## config.mk

```make
export PLATFORM = sky130hd
export DESIGN_NAME = isx_exec
export DESIGN_NICKNAME = d
export VERILOG_FILES = /design/src/hw/isx_pkg.sv /design/src/hw/isx_exec.sv
export SDC_FILE = /design/constraint.sdc
export NUM_CORES = 1
export LEC_CHECK = 0
export BUFFER_PORTS_ARGS = -buffer_cell sky130_fd_sc_hd__buf_2
export CORE_UTILIZATION = 45
export DETAILED_ROUTE_END_ITERATION = 8
export GPL_ROUTABILITY_DRIVEN = 0
export PLACE_DENSITY_LB_ADDON = 0.08
export SETUP_SLACK_MARGIN = 0.4
export SLEW_MARGIN = 20
export SYNTH_ARGS = -nofsm -noshare
export SYNTH_HDL_FRONTEND = slang
export SYNTH_SLANG_ARGS = --single-unit
```

## constraint.sdc

```tcl
create_clock -name i_clk_sys -period 3 [get_ports i_clk_sys]
set_input_delay 0.3 -clock i_clk_sys [delete_from_list [all_inputs] [get_ports i_clk_sys]]
set_output_delay 0.3 -clock i_clk_sys [all_outputs]
set_load 0.05 [all_outputs]
```

## src/hw/isx_pkg.sv

```systemverilog
// How it works
// - Indexed pair move adds offsets to frame pointer.
// - Pair move: two words, read then write.
// - Pair move never writes pc or return-top bytes.
// - Source on indirect register reads as zero.
// - Destination on indirect register makes no write.
// - Push stores literal at frame pointer address.
// - Push then decrements frame pointer by one.
// - Opcode 1111 1010 decodes as push literal.
// - Pointer subtract takes literal from selected pointer.
// - Opcode 1110 1001 decodes pointer subtract fields.
// - Select value three means frame shrink return.
// - Shrink return subtracts, loads pc, two cycles.
// - Extended set also enables indexed offset mode.
// - Disabled: access bank or bank select register.
// - Enabled, access, operand up to 5Fh is offset.
// - Zero frame pointer gives normal access addresses.
// - Destination select keeps its normal meaning.
// - Destination zero goes to working register.
// - Extended set disabled by default configuration.
package isx_pkg;
    localparam logic [7:0]  OPC_PUSH      = 8'hfa;
    localparam logic [7:0]  OPC_PSUB      = 8'he9;
    localparam logic [7:0]  OPC_MOVE_HI   = 8'heb;
    localparam logic [3:0]  OPC_MOVE_W2   = 4'hf;
    localparam logic [1:0]  SEL_FRAME     = 2'h2;
    localparam logic [1:0]  SEL_RETURN    = 2'h3;
    localparam logic [7:0]  OFFSET_LIMIT  = 8'h5f;
    localparam logic [11:0] ACCESS_HI_BASE = 12'hf00;
    localparam logic [11:0] ADDR_PC_LOW   = 12'hff9;
    localparam logic [11:0] ADDR_RET_LOW  = 12'hffd;
    localparam logic [11:0] ADDR_RET_HIGH = 12'hffe;
    localparam logic [11:0] ADDR_RET_UP   = 12'hfff;
    localparam logic [11:0] ADDR_INDF_A   = 12'hfef;
    localparam logic [11:0] ADDR_INDF_B   = 12'hfe7;
    localparam logic [11:0] ADDR_INDF_C   = 12'hfdf;
    localparam logic [11:0] ADDR_INDF_D   = 12'hfee;
    localparam logic [11:0] ADDR_INDF_E   = 12'hfe6;
    localparam logic [11:0] ADDR_INDF_F   = 12'hfde;
    localparam logic [11:0] ADDR_INDF_G   = 12'hfed;
    localparam logic [11:0] ADDR_INDF_H   = 12'hfe5;
    localparam logic [11:0] ADDR_INDF_I   = 12'hfdd;
    localparam logic [11:0] ADDR_INDF_J   = 12'hfec;
    localparam logic [11:0] ADDR_INDF_K   = 12'hfe4;
    localparam logic [11:0] ADDR_INDF_L   = 12'hfdc;
    localparam logic [11:0] ADDR_INDF_M   = 12'hfeb;
    localparam logic [11:0] ADDR_INDF_N   = 12'hfe3;
    localparam logic [11:0] ADDR_INDF_O   = 12'hfdb;
    localparam logic [11:0] PTR_RESET     = 12'h000;
    localparam logic [7:0]  BYTE_ZERO     = 8'h00;
    // Avalon register map, word aligned byte addresses.
    localparam logic [3:0]  REG_CTRL      = 4'h0;
    localparam logic [3:0]  REG_PTR0      = 4'h4;
    localparam logic [3:0]  REG_PTR1      = 4'h8;
    localparam logic [3:0]  REG_PTR2      = 4'hc;
    localparam int          CTRL_EXT_BIT  = 0;
    localparam int          CTRL_BANK_LSB = 8;

    typedef enum logic [2:0] {
        ISX_OP_NONE,
        ISX_OP_PUSH,
        ISX_OP_PSUB,
        ISX_OP_RET,
        ISX_OP_MOVE
    } isx_op_t;

    // Memory request toward the core data memory.
    typedef struct packed {
        logic        rd;
        logic        wr;
        logic [11:0] addr;
        logic [7:0]  wdata;
    } isx_mem_req_t;
endpackage

```

## src/hw/isx_exec.sv

```systemverilog
// Register access over Avalon-MM and the register addresses were decided locally.
`timescale 1ns/1ps
module isx_exec (
    input  wire logic                  i_clk_sys,
    input  wire logic                  i_reset_n,
    input  wire logic                  i_instr_valid,
    input  wire logic [15:0]           i_instr,
    input  wire logic [7:0]            i_mem_rdata,
    input  wire logic [20:0]           i_return_stack_top,
    input  wire logic [7:0]            i_std_operand,
    input  wire logic                  i_std_access_sel,
    input  wire logic                  i_std_dest_sel,
    input  wire logic [3:0]            i_avs_address,
    input  wire logic                  i_avs_read,
    input  wire logic                  i_avs_write,
    input  wire logic [31:0]           i_avs_writedata,
    output logic [31:0]                o_avs_readdata,
    output logic                       o_avs_waitrequest,
    output isx_pkg::isx_mem_req_t      o_mem_req,
    output logic                       o_pc_load,
    output logic [20:0]                o_pc_value,
    output logic                       o_busy,
    output logic                       o_ext_decoded,
    output logic [11:0]                o_std_addr,
    output logic                       o_std_to_wreg
);
    logic [11:0]          ptr [0:2];
    logic                 extended_set_enable;
    logic [3:0]           bank_select_register;
    logic                 second_cycle;
    isx_pkg::isx_op_t     pend_op;
    logic [11:0]          src_addr;
    logic [7:0]           move_data;
    logic                 avs_done;
    isx_pkg::isx_op_t     dec_op;
    logic [11:0]          frame_ptr;
    logic [11:0]          dst_addr;

    // Tells whether an address is one of the indirect access registers.
    function automatic logic is_indirect(input logic [11:0] a);
        is_indirect = (a == isx_pkg::ADDR_INDF_A) || (a == isx_pkg::ADDR_INDF_B) || (a == isx_pkg::ADDR_INDF_C) ||
                      (a == isx_pkg::ADDR_INDF_D) || (a == isx_pkg::ADDR_INDF_E) || (a == isx_pkg::ADDR_INDF_F) ||
                      (a == isx_pkg::ADDR_INDF_G) || (a == isx_pkg::ADDR_INDF_H) || (a == isx_pkg::ADDR_INDF_I) ||
                      (a == isx_pkg::ADDR_INDF_J) || (a == isx_pkg::ADDR_INDF_K) || (a == isx_pkg::ADDR_INDF_L) ||
                      (a == isx_pkg::ADDR_INDF_M) || (a == isx_pkg::ADDR_INDF_N) || (a == isx_pkg::ADDR_INDF_O);
    endfunction

    // Tells whether an address is the pc low byte or a return-top byte.
    function automatic logic is_protected(input logic [11:0] a);
        is_protected = (a == isx_pkg::ADDR_PC_LOW) || (a == isx_pkg::ADDR_RET_LOW) ||
                       (a == isx_pkg::ADDR_RET_HIGH) || (a == isx_pkg::ADDR_RET_UP);
    endfunction

    // Adds a 7-bit offset to the frame pointer within the 4096-byte space.
    function automatic logic [11:0] frame_offset(input logic [11:0] base, input logic [6:0] off);
        frame_offset = base + {5'h00, off};
    endfunction

    assign frame_ptr = ptr[isx_pkg::SEL_FRAME];
    assign o_busy    = second_cycle;
    assign dst_addr  = frame_offset(frame_ptr, i_instr[6:0]);

    // Decodes the extended opcodes; none exist while the set is disabled.
    always_comb begin
        dec_op = isx_pkg::ISX_OP_NONE;
        if (i_instr_valid && !second_cycle && extended_set_enable) begin
            if (i_instr[15:8] == isx_pkg::OPC_PUSH) begin
                dec_op = isx_pkg::ISX_OP_PUSH;
            end else if (i_instr[15:8] == isx_pkg::OPC_PSUB) begin
                dec_op = (i_instr[7:6] == isx_pkg::SEL_RETURN) ? isx_pkg::ISX_OP_RET
                                                              : isx_pkg::ISX_OP_PSUB;
            end else if (i_instr[15:8] == isx_pkg::OPC_MOVE_HI && i_instr[7]) begin
                dec_op = isx_pkg::ISX_OP_MOVE;
            end
        end
    end

    // Standard byte and bit operand resolution.
    always_comb begin
        if (extended_set_enable && !i_std_access_sel && i_std_operand <= isx_pkg::OFFSET_LIMIT) begin
            o_std_addr = frame_ptr + {4'h0, i_std_operand};
        end else if (!i_std_access_sel) begin
            o_std_addr = (i_std_operand[7] ? isx_pkg::ACCESS_HI_BASE : 12'h000) | {4'h0, i_std_operand};
        end else begin
            o_std_addr = {bank_select_register, i_std_operand};
        end
        o_std_to_wreg = !i_std_dest_sel;
    end

    // Two-cycle sequencing for the pair move and the shrink return.
    always_ff @(posedge i_clk_sys) begin
        if (!i_reset_n) begin
            second_cycle <= 1'b0;
            pend_op      <= isx_pkg::ISX_OP_NONE;
            src_addr     <= isx_pkg::PTR_RESET;
        end else if (second_cycle) begin
            if (pend_op != isx_pkg::ISX_OP_MOVE || i_instr_valid) begin
                second_cycle <= 1'b0;
                pend_op      <= isx_pkg::ISX_OP_NONE;
            end
        end else if (dec_op == isx_pkg::ISX_OP_MOVE || dec_op == isx_pkg::ISX_OP_RET) begin
            second_cycle <= 1'b1;
            pend_op      <= dec_op;
            src_addr     <= dst_addr;
        end
    end

    // Captures the source byte read in the first move cycle.
    always_ff @(posedge i_clk_sys) begin
        if (!i_reset_n) begin
            move_data <= isx_pkg::BYTE_ZERO;
        end else if (second_cycle && pend_op == isx_pkg::ISX_OP_MOVE && !o_mem_req.wr && !o_mem_req.rd) begin
            move_data <= move_data;
        end else if (dec_op == isx_pkg::ISX_OP_MOVE) begin
            move_data <= is_indirect(dst_addr) ? isx_pkg::BYTE_ZERO : i_mem_rdata;
        end
    end

    // Memory requests: source read, destination write, literal push.
    always_comb begin
        o_mem_req = '0;
        if (dec_op == isx_pkg::ISX_OP_MOVE) begin
            o_mem_req.rd   = !is_indirect(dst_addr);
            o_mem_req.addr = dst_addr;
        end else if (dec_op == isx_pkg::ISX_OP_PUSH) begin
            o_mem_req.wr    = 1'b1;
            o_mem_req.addr  = frame_ptr;
            o_mem_req.wdata = i_instr[7:0];
        end else if (second_cycle && pend_op == isx_pkg::ISX_OP_MOVE && i_instr_valid &&
                     i_instr[15:12] == isx_pkg::OPC_MOVE_W2) begin
            o_mem_req.addr  = dst_addr;
            o_mem_req.wdata = move_data;
            o_mem_req.wr    = !is_indirect(dst_addr) && !is_protected(dst_addr);
        end
    end

    // Program counter reload for the shrink return.
    always_ff @(posedge i_clk_sys) begin
        if (!i_reset_n) begin
            o_pc_load  <= 1'b0;
            o_pc_value <= 21'h000000;
        end else begin
            o_pc_load <= (dec_op == isx_pkg::ISX_OP_RET);
            if (dec_op == isx_pkg::ISX_OP_RET) begin
                o_pc_value <= i_return_stack_top;
            end
        end
    end

    // Decode indication pulse, registered.
    always_ff @(posedge i_clk_sys) begin
        if (!i_reset_n) begin
            o_ext_decoded <= 1'b0;
        end else begin
            o_ext_decoded <= (dec_op != isx_pkg::ISX_OP_NONE);
        end
    end

    // Pointer file: push decrement, subtract, and software writes.
    always_ff @(posedge i_clk_sys) begin
        if (!i_reset_n) begin
            for (int i = 0; i < 3; i++) begin
                ptr[i] <= isx_pkg::PTR_RESET;
            end
        end else if (dec_op == isx_pkg::ISX_OP_PUSH) begin
            ptr[isx_pkg::SEL_FRAME] <= frame_ptr - 12'h001;
        end else if (dec_op == isx_pkg::ISX_OP_PSUB) begin
            ptr[i_instr[7:6]] <= ptr[i_instr[7:6]] - {6'h00, i_instr[5:0]};
        end else if (dec_op == isx_pkg::ISX_OP_RET) begin
            ptr[isx_pkg::SEL_FRAME] <= frame_ptr - {6'h00, i_instr[5:0]};
        end else if (i_avs_write && !o_avs_waitrequest) begin
            case (i_avs_address)
                isx_pkg::REG_PTR0: ptr[0] <= i_avs_writedata[11:0];
                isx_pkg::REG_PTR1: ptr[1] <= i_avs_writedata[11:0];
                isx_pkg::REG_PTR2: ptr[2] <= i_avs_writedata[11:0];
                default: ;
            endcase
        end
    end

    // Control register: extended set enable and bank select.
    always_ff @(posedge i_clk_sys) begin
        if (!i_reset_n) begin
            extended_set_enable  <= 1'b0;
            bank_select_register <= 4'h0;
        end else if (i_avs_write && !o_avs_waitrequest && i_avs_address == isx_pkg::REG_CTRL) begin
            extended_set_enable  <= i_avs_writedata[isx_pkg::CTRL_EXT_BIT];
            bank_select_register <= i_avs_writedata[isx_pkg::CTRL_BANK_LSB +: 4];
        end
    end

    // Avalon slave: one wait cycle, answer on the second cycle.
    // Pointer writes wait while an extended op would also update pointers.
    assign o_avs_waitrequest = (i_avs_read || i_avs_write) &&
                               (!avs_done || (i_avs_write && dec_op != isx_pkg::ISX_OP_NONE));
    always_ff @(posedge i_clk_sys) begin
        if (!i_reset_n) begin
            avs_done       <= 1'b0;
            o_avs_readdata <= 32'h00000000;
        end else if ((i_avs_read || i_avs_write) && !avs_done) begin
            avs_done <= 1'b1;
            case (i_avs_address)
                isx_pkg::REG_CTRL: o_avs_readdata <= {20'h00000, bank_select_register, 7'h00, extended_set_enable};
                isx_pkg::REG_PTR0: o_avs_readdata <= {20'h00000, ptr[0]};
                isx_pkg::REG_PTR1: o_avs_readdata <= {20'h00000, ptr[1]};
                isx_pkg::REG_PTR2: o_avs_readdata <= {20'h00000, ptr[2]};
                default:           o_avs_readdata <= 32'h00000000;
            endcase
        end else if (!o_avs_waitrequest) begin
            avs_done <= 1'b0;
        end
    end
endmodule

```

==> results of run 1 <==
[area by class of cell]
class	count	area, um2	share of cell area [%]
clock buffers	10	250	2.50
clock inverters	6	60.1	0.599
inverters	30	113	1.12
multi-input cells	572	4850	48.4
flip-flops and latches	101	2510	25.0
well taps	184	230	2.30
repair buffers	279	2010	20.1
[placed cells by master, fill, tap and decap left out, types with 18 or more instances in the layout]
cell type,synthesis,layout
buf_2,4,123
buf_4,20,100
nand2_1,100,95
buf_6,1,53
dfxtp_1,53,52
edfxtp_1,48,48
conb_1,1,32
o21ai_2,8,28
inv_1,30,26
nor2b_1,28,24
a21boi_0,23,22
a22o_1,21,20
nand3_1,21,19
ha_1,27,18
[flip-flops by register name, indices dropped and copies added (netlist names)]
register and flops:
ptr 48, o_pc_value 21, o_avs_readdata 12, move_data 8, bank_select_register 4, pend_op 3
avs_done 1, extended_set_enable 1, o_busy 1, o_ext_decoded 1, o_pc_load 1
[routing by layer]
metal  GRT usage, %  up-vias  part of all wire [%]
li1               -     3137                     -
met1           33.1     3285                    42
met2           48.9      238                    50
met3           5.09       44                   4.8
met4           10.4        0                   3.0
met5              0        -                     0
[kinds of logic after synthesis]
group           after synthesis
simple gates                244
compound gates              199
flops                       101
buf+inv                      91
xor+xnor                     36
mux                          30
fa+ha+maj                    31
other cells                   1
[worst max-delay path, cell delays in order (launching register included)]
cell      delay (ns)
edfxtp_1        0.42
ha_2            0.21
fa_2            0.37
a211oi_4        0.33
nor2_4          0.08
or4_4           0.55
a31oi_4         0.22
o211ai_4        0.11
buf_12          0.14
nor2_8          0.10
nor2_4          0.05
buf_6           0.14
[through the flow]
step           hold slack [ns]  utilization (%)  setup slack (ns)  setup TNS (ns)  area (um2)
2_1_floorplan            0.445                -            0.0725               0        7210
3_3_place_gp             0.449             57.4           -0.0904          -0.277        8440
3_5_place_dp             0.455             57.4            -0.162          -0.728        8440
4_1_cts                  0.171             65.2            -0.365           -1.90        9590
5_1_grt                  0.187             68.2            -0.450           -5.89       10000
6_report                 0.180             68.2            -0.385           -2.73       10000
[power by group through the flow]
| stage | Combinational, mW | Sequential [mW] | Clock, mW |
|---|---|---|---|
| 2_1_floorplan | 0.590 | 1.56 | 0 |
| 3_3_place_gp | 0.851 | 1.57 | 0 |
| 4_1_cts | 1.03 | 1.54 | 1.24 |
| 3_5_place_dp | 0.874 | 1.57 | 0 |
| 5_1_grt | 1.25 | 1.54 | 1.28 |
| 6_report | 1.18 | 1.54 | 1.22 |
[how the worst max path moves through the flow]
stage | startpoint | end | slack, ns | cells after the start
after floorplan | ptr[2][0]$_DFFE_PP_ | o_mem_req[20] | 0.07 | 9
after global placement | ptr[2][0]$_DFFE_PP_ | o_mem_req[20] | -0.09 | 10
after detailed placement | i_instr[6] | ptr[2][8]$_DFFE_PP_ | -0.16 | 13
after CTS | ptr[2][0]$_DFFE_PP_ | o_mem_req[20] | -0.37 | 10
after global routing | ptr[2][0]$_DFFE_PP_ | o_mem_req[21] | -0.45 | 12
final | ptr[2][0]$_DFFE_PP_ | o_mem_req[21] | -0.38 | 11
[what timing repair did]
item | 4_1_cts | 5_1_grt
buffers inserted | 38 | 16
endpoints found under the setup margin | 56 | 103
hold endpoints to repair | 0 | 0
gates resized for setup | 134 | 77
pin swaps | 63 | 42
==> impl_metrics.yaml, run 1 <==
routing:
  num_vias: 6704
  drc: 12
  viasPerCell: 5.67
  wl_per_cell_um: 18.7
  routed_wl_um: 22100
  drtPass1Iterations: 7
  ant_nets: 0
  drt-initial-drc-count: 305
setup_path:
  worstSetupPathType: "reg -> out"
  endpoint_kind: "output pin"
  r2r-start: "ptr[2][0]$_DFFE_PP_"
  r2r_slack_ns: -0.19
  critPathMaxFanout: 5
  r2r_cells: 15
  worstPathArrival_ns: 3.08
  r2r-end: "ptr[2][8]$_DFFE_PP_"
  worstSetupStartpointType: "flop"
  cp_data_required_time_ns: 2.70
synth:
  yosys_most_used_dff: "dfxtp_1"
  synth_compound_area_share_pct: 20.8
  synth_cells: 733
  yosysMostFrequentCell: "nand2_1"
  async_flop_share_pct: 0
  synthXorXnorAreaFrac_pct: 4.61
  syn_avg_cell_area_um2: 9.33
  yosysTopAreaCellShare_pct: 21.1
  synthTopCellsByArea: "edfxtp_1 21%, dfxtp_1 16%, mux4_2 5.6%, nand2_1 5.5%, ha_1 4.9%"
  synth_top_family_by_area: "compound AO/OA/AOI/OAI gates"
  ys_types: 72
  synth_enable_flop_cells: 48
  yosysSeqAreaShare_pct: 36.6
  yosys_warnings: 0
  synth_top_area_cell: "edfxtp_1"
  synthAdderAreaFrac_pct: 6.11
  synthSimpleGateAreaFrac_pct: 17.9
  synthMuxAreaShare_pct: 7.65
  synth-seq-cells: 101
  synth_area_um2: 6840
  ys_top_cells_by_count: "100 x nand2_1, 53 x dfxtp_1, 51 x o21ai_0"
hold_path:
  hp-start: "i_return_stack_top[4]"
  holdPathEnd: "o_pc_value[4]$_SDFFE_PN0P_"
  min_path_cells: 3
  hp-class: "in -> reg"
sta:
  relSlewSlack_pct: 53.7
  fmaxAchievable_mhz: 295
  tightest_slew_ns: 0.694
  post-route-period-util_pct: 113
  finalSetupViolations: 22
  min_period_ns: 3.38
  fin_skew_ns: 0.0104
  hold_viol: 0
  slew_violations: 0
  grt_setup_unrepaired: "yes"
  setup_ws_ns: -0.385
grt:
  grt_pass1_wl_um: 33600
  grt_overflow_total: 0
  grt_pass1_vias: 6607
  grt_max_degree: 66
  antenna_found_initial: 0
  track_usage_pct: 27.5
cts:
  clk_path_buf_depth: 2
  cts_root_buffer: "clkbuf_16"
  ctsHoldBuffers: 0
  cts_sinks: 101
  clock_latency_ns: 0.36
  htree_levels: 3
  clkTransAtPathRegs_ns: 0.08
  cts_buffers: 9
  cts_tree: "done"
placement:
  io_buffers: 147
  dpl.cell_count: 1112
  hpwlAfterDp_um: 15700
power_and_ir_drop:
  ir_drop_v: 0.000314
  seq_power_share_pct: 39.0
  powerDensity_nw_per_um2: 393
  pwr-share-comb_pct: 29.9
  power_leakage_nw: 4.26
  p_int_mw: 2.67
  clkPwrFrac_pct: 31.1
  switchingPower_mw: 1.26
  total_power_mw: 3.94
  switching_share_pct: 32.1
run_status:
  violations: "DRC, setup timing"
  status: "complete, but fails checks"
cells_and_area:
  syn2layout_area_growth_pct: 46.6
  nets: 1120
  diodes: 0
  layout-drive-gt1-share_pct: 46.9
  fin_cells: 1182
  fillerInstances: 1141
floorplanning:
  coreArea_um2: 14700
  dieArea_um2: 15700
  initial_core_util_pct: 46.5
  die_x_um: 125
  dieHeight_um: 125
  pin_count: 188
  num_rows: 44
run:
  cap_violations: 0
(Power assumes the default switching activity.)
==> run 2, diff against run 1 <==
ABC_AREA = 1   (was default)
CAP_MARGIN = 20   (was default)
==> run 2 against run 1 <==
Effect of this change:
- the flow now finishes without violations
- global-route usage down 0.060 points
- maximum frequency up 15%
- critical path type unchanged
- combinational power down 18%
- first-iteration DRC count up 110%
- non-clock buffer count down 56
- clock skew down 0.0010 ns
==> impl_metrics.yaml, run 2 <==
run_status:
  status: "complete, no violations"
grt:
  antenna_found_initial: 0
  grt_pass1_wl_um: 33400
  grt_max_degree: 45
  grt_overflow_total: 0
  grt_pass1_vias: 6344
  track_usage_pct: 27.5
cts:
  clock_latency_ns: 0.35
  cts_root_buffer: "clkbuf_16"
  ctsHoldBuffers: 0
  htree_levels: 3
  cts_sinks: 101
  cts_buffers: 9
  clk_path_buf_depth: 2
  clkTransAtPathRegs_ns: 0.07
  cts_tree: "done"
cells_and_area:
  fin_cells: 1394
  top_register: "ptr"
  final_cell_mix: "275 x nand2_1, 131 x buf_2, 114 x inv_1"
  mostFrequentLayoutCell: "nand2_1"
  diodes: 0
  layout-drive-gt1-share_pct: 32.1
  largest_reg_flops: 48
  fin_util_pct: 61.9
  top_regs: "ptr (48), o_pc_value (21), o_avs_readdata (12)"
  nets: 1328
  syn2layout_area_growth_pct: 34.1
routing:
  viasPerCell: 5.25
  drtPass1Iterations: 5
  routed_wl_um: 22600
  wl_per_cell_um: 16.2
  drt-initial-drc-count: 651
  num_vias: 7317
  drc: 0
  ant_nets: 0
synth:
  synthAdderAreaFrac_pct: 5.96
  synthTopCellsByArea: "edfxtp_1 21%, nand2_1 16%, dfxtp_1 15%, inv_1 6.4%, o21ai_0 5.4%"
  yosysTopAreaCellShare_pct: 20.6
  ys_types: 54
  synth-seq-cells: 101
  ys_top_cells_by_count: "295 x nand2_1, 120 x inv_1, 75 x o21ai_0"
  yosys_most_used_dff: "dfxtp_1"
  synth_compound_area_share_pct: 15.6
  synthSimpleGateAreaFrac_pct: 28.3
  syn_avg_cell_area_um2: 7.13
  yosysMostFrequentCell: "nand2_1"
  synth_area_um2: 7010
  yosys_warnings: 0
  synthXorXnorAreaFrac_pct: 3.32
  synth_enable_flop_cells: 48
  async_flop_share_pct: 0
  synth_top_area_cell: "edfxtp_1"
  synthMuxAreaShare_pct: 0
  synth_top_family_by_area: "simple AND/OR/NAND/NOR gates"
  yosysSeqAreaShare_pct: 35.7
  synth_cells: 984
power_and_ir_drop:
  total_power_mw: 3.65
  power_leakage_nw: 4.43
  ir_drop_v: 0.000321
  powerDensity_nw_per_um2: 389
hold_path:
  hp-class: "in -> reg"
setup_path:
  worstSetupPathType: "reg -> out"
  slowest_delay_ns: 0.47
  worstSetupStartpointType: "flop"
  cp_cell_sequence: "buf_4, buf_6, ha_4, inv_2, fa_2, o21ai_2, a21o_1, nand2_1, xor2_1, nand2_1, o211ai_1, buf_4"
  worstPathArrival_ns: 2.63
  critPathMaxFanout: 3
  critPathSlowestCell: "edfxtp_1"
  endpoint_kind: "output pin"
  cp_data_required_time_ns: 2.70
sta:
  min_period_ns: 2.93
  grt_setup_unrepaired: "yes"
  relSlewSlack_pct: 48.2
  post-route-period-util_pct: 97.7
  fmaxAchievable_mhz: 341
  slew_violations: 0
  fin_hold_ws_ns: 0.210
  hold_viol: 0
  fin_skew_ns: 0.00936
  setup-tns-final_ns: 0
  tightest_slew_ns: 0.770
  finalSetupViolations: 0
floorplanning:
  initial_core_util_pct: 46.1
  coreArea_um2: 15200
  die_x_um: 127
  dieHeight_um: 127
  pin_count: 188
  dieArea_um2: 16100
  num_rows: 45
placement:
  io_buffers: 147
  hpwlAfterDp_um: 16800
  dpl.cell_count: 1344
run:
  cap_violations: 0
==> run 2: changes by cell type after synthesis, moves of 20 or more <==
| cell | previous run | this run |
|---|---|---|
| o21ai_0 | 51 | 75 |
| a22o_1 | 21 | 0 |
| a21oi_1 | 21 | 70 |
| nor2_1 | 27 | 47 |
| nor2b_1 | 28 | 0 |
| nand2_1 | 100 | 295 |
| inv_1 | 30 | 120 |
| nand3_1 | 21 | 52 |
| a21boi_0 | 23 | 1 |
==> run 2: cells by family after synthesis <==
kind of cell    count (synthesis)
flops                         101
simple gates                  453
fa+ha+maj                      31
other cells                     1
compound gates                194
xor+xnor                       24
buf+inv                       180
==> run 2: power by group <==
part / total, mW / switching (mW) / leakage [nW] / internal, mW
logic: 0.963 / 0.616 / 3.37 / 0.347
clock network: 1.16 / 0.515 / 0.142 / 0.641
registers: 1.53 / 0.0290 / 0.920 / 1.51
==> run 2: layout make-up <==
type,count,area [um2]
sequential,101,2510
clock buffer,13,272
clock inverter,3,25.0
timing repair buffer,223,1450
tap,188,235
multi-input combinational,734,4410
inverter,132,500
fill,1407,5800
==> run 2: timing repair <==
action                                  CTS  global route
hold endpoints to repair                  0             0
pin swaps                                11            45
endpoints found under the setup margin   28            45
gates resized for setup                  40           131
setup buffers                            19            15
==> run 2: through the flow <==
step / instance area [um2] / worst slack [ns]
after detailed placement: 8170 / 0.0135
after global routing: 9400 / -0.0454
after global placement: 8170 / 0.0607
after CTS: 8770 / 0.176
after floorplan: 7170 / 0.303
final: 9400 / 0.0676
==> run 2: final timing paths <==
| path | depth (start not counted) | to | start | slack (ns) |
|---|---|---|---|---|
| worst max register to register | 19 | ptr[2][8]$_DFFE_PP_ | o_busy$_SDFF_PN0_ | 0.15 |
| worst max-delay path | 12 | o_std_addr[10] | ptr[2][0]$_DFFE_PP_ | 0.07 |
| worst min-delay path | 3 | move_data[2]$_SDFFE_PN0P_ | i_mem_rdata[2] | 0.21 |
| worst min register to register | 2 | o_pc_value[4]$_SDFFE_PN0P_ | o_pc_value[4]$_SDFFE_PN0P_ | 0.44 |
==> run 2: critical path: cells and delay by family, from the launching register on <==
| family | cells | cell delay [ns] |
|---|---|---|
| AOI/OAI and AO/OA | 3 | 0.48 |
| and+or+nand+nor | 2 | 0.15 |
| DFF | 1 | 0.47 |
| adders and majority gates | 2 | 0.49 |
| buffers and inverters | 4 | 0.54 |
| xor gates and xnor gates | 1 | 0.14 |
==> run 2: routing by layer <==
metal | up-vias | track usage [%] | share of wire, %
met5 | - | 0 | 0
met4 | 0 | 10.9 | 2.8
met3 | 41 | 4.68 | 7.6
met2 | 286 | 43.4 | 45
met1 | 3358 | 37.4 | 44
li1 | 3632 | - | -
==> run 3, diff against run 2 <==
--- a/config.mk
+++ b/config.mk
@@ -13,5 +13,4 @@
 export GPL_ROUTABILITY_DRIVEN = 0
 export PLACE_DENSITY_LB_ADDON = 0.08
-export SETUP_SLACK_MARGIN = 0.4
 export SLEW_MARGIN = 20
 export SYNTH_ARGS = -nofsm -noshare
==> constraint.sdc (replaced) <==
create_clock -name i_clk_sys -period 3 [get_ports i_clk_sys]
set_input_delay 0.6 -clock i_clk_sys [delete_from_list [all_inputs] [get_ports i_clk_sys]]
set_output_delay 0.6 -clock i_clk_sys [all_outputs]
set_load 0.05 [all_outputs]
==> run 3 against run 2 <==
Effect of this change:
- the flow now finishes with violations (setup timing)
- clock-buffer cell count decreased by 2
- sequential power about the same
- maximum frequency decreased by 4.1%
- worst setup slack got worse by 0.12 ns
- die area unchanged
- global-route usage increased by 1.1 points
- first-iteration DRC count decreased by 20%
- hold slack improved by 0.23 ns
- final area increased by 0.93%
- sequential cell count unchanged
- non-clock buffer count increased by 46
- clock skew decreased by 0.00050 ns
==> impl_metrics.yaml, run 3 (same netlist as run 2, synthesis figures left out) <==
power_and_ir_drop:
  total_power_mw: 3.76
  powerDensity_nw_per_um2: 397
  power_leakage_nw: 4.61
  ir_drop_v: 0.000317
placement:
  hpwlAfterDp_um: 17700
  post-place-ws_ns: -0.320
  io_buffers: 147
run_status:
  violations: "setup timing"
  status: "complete, but fails checks"
cells_and_area:
  diodes: 0
  fillerInstances: 1424
  final_cell_mix: "281 x nand2_1, 131 x buf_2, 127 x buf_4"
  regArea_um2: 2500
  top_regs: "ptr (48), o_pc_value (21), o_avs_readdata (12)"
  nets: 1374
  syn2layout_area_growth_pct: 35.3
  top_register: "ptr"
  layout-drive-gt1-share_pct: 31.8
  largest_reg_flops: 48
  multi_input_area_um2: 4190
  mostFrequentLayoutCell: "nand2_1"
floorplanning:
  die_x_um: 127
  initial_core_util_pct: 46.1
  dieArea_um2: 16100
  coreArea_um2: 15200
  num_rows: 45
  dieHeight_um: 127
  pin_count: 188
routing:
  wl_per_cell_um: 15.7
  viasPerCell: 5.10
  drt-initial-drc-count: 519
  num_vias: 7349
  drtPass1Iterations: 5
  drc: 0
  routed_wl_um: 22700
  ant_nets: 0
sta:
  hold_viol: 0
  post-route-period-util_pct: 102
  fin_skew_ns: 0.00885
  setup-tns-final_ns: -0.102
  setup_ws_ns: -0.0570
  min_period_ns: 3.06
  grt_setup_unrepaired: "yes"
  slew_violations: 0
  fmaxAchievable_mhz: 327
  finalSetupViolations: 5
  fin_hold_ws_ns: 0.438
setup_path:
  worstSetupStartpointType: "flop"
  critPathMaxFanout: 3
  worstPathArrival_ns: 2.46
  cp_data_required_time_ns: 2.40
  endpoint_kind: "output pin"
  worstSetupPathType: "reg -> out"
grt:
  grt_pass1_wl_um: 35100
  grt_max_degree: 45
  grt_pass1_vias: 6694
  grt_overflow_total: 0
  antenna_found_initial: 0
  track_usage_pct: 28.6
cts:
  cts_sinks: 101
  clkTransAtPathRegs_ns: 0.07
  cts_buffers: 9
  clk_path_buf_depth: 2
  cts_root_buffer: "clkbuf_16"
  htree_levels: 3
  cts_tree: "done"
  clock_latency_ns: 0.35
  ctsHoldBuffers: 0
hold_path:
  hp-class: "reg -> reg"
run:
  cap_violations: 0
run 3: path summary, 6_finish.rpt:
path                          startpoint                     endpoint  slack [ns]  depth (start not counted)
max                  ptr[2][0]$_DFFE_PP_               o_std_addr[10]       -0.06                         12
min          o_pc_value[10]$_SDFFE_PN0P_  o_pc_value[10]$_SDFFE_PN0P_        0.44                          2
max reg2reg            o_busy$_SDFF_PN0_          ptr[2][6]$_DFFE_PP_        0.18                         19
min reg2reg  o_pc_value[10]$_SDFFE_PN0P_  o_pc_value[10]$_SDFFE_PN0P_        0.44                          2
run 3: routing by layer:
layer / GRT usage [%] / up-vias / wire length [um]
met1: 37.2 / 3331 / 9740
met2: 46.9 / 278 / 10600
met4: 11.1 / 0 / 702
li1: - / 3707 / -
met5: 0 / - / 0
met3: 5.57 / 33 / 1630
run 3: metrics by stage:
stage / utilization (%) / instances / area, um2
final: 62.4 / 1440 / 9490
after global routing: 62.4 / 1440 / 9490
after CTS: 60.3 / 1431 / 9160
after detailed placement: 57.1 / 1414 / 8680
after global placement: 57.1 / 1414 / 8680
after floorplan: - / 1015 / 7140
run 3: where the power goes:
group          internal [mW]  switching, mW
combinational          0.372          0.591
clock                  0.737          0.530
sequential              1.51         0.0282
total                   2.62           1.15
run 3: cell type report:
type / count / share of cell area [%]
Clock buffer: 11 / 2.66
Clock inverter: 5 / 0.725
Inverter: 132 / 5.25
Multi-Input combinational cell: 734 / 44.2
Sequential cell: 101 / 26.4
Tap cell: 188 / 2.48
Timing Repair Buffer: 269 / 18.3
run 3: timing repair:
action | 4_1_cts | 5_1_grt
pin swaps | 7 | 36
buffers inserted | 1 | 9
endpoints found under the setup margin | 9 | 29
resized for setup | 30 | 72
run 3: worst max-delay path, stage by stage (launching register included):
cell and delay [ns]:
edfxtp_1 0.42, buf_6 0.13, ha_4 0.12, inv_2 0.03
fa_2 0.36, o21ai_1 0.13, buf_4 0.13, a21o_1 0.19
nand2_1 0.09, xor2_1 0.13, nand2_1 0.07, o211ai_1 0.08
buf_4 0.22
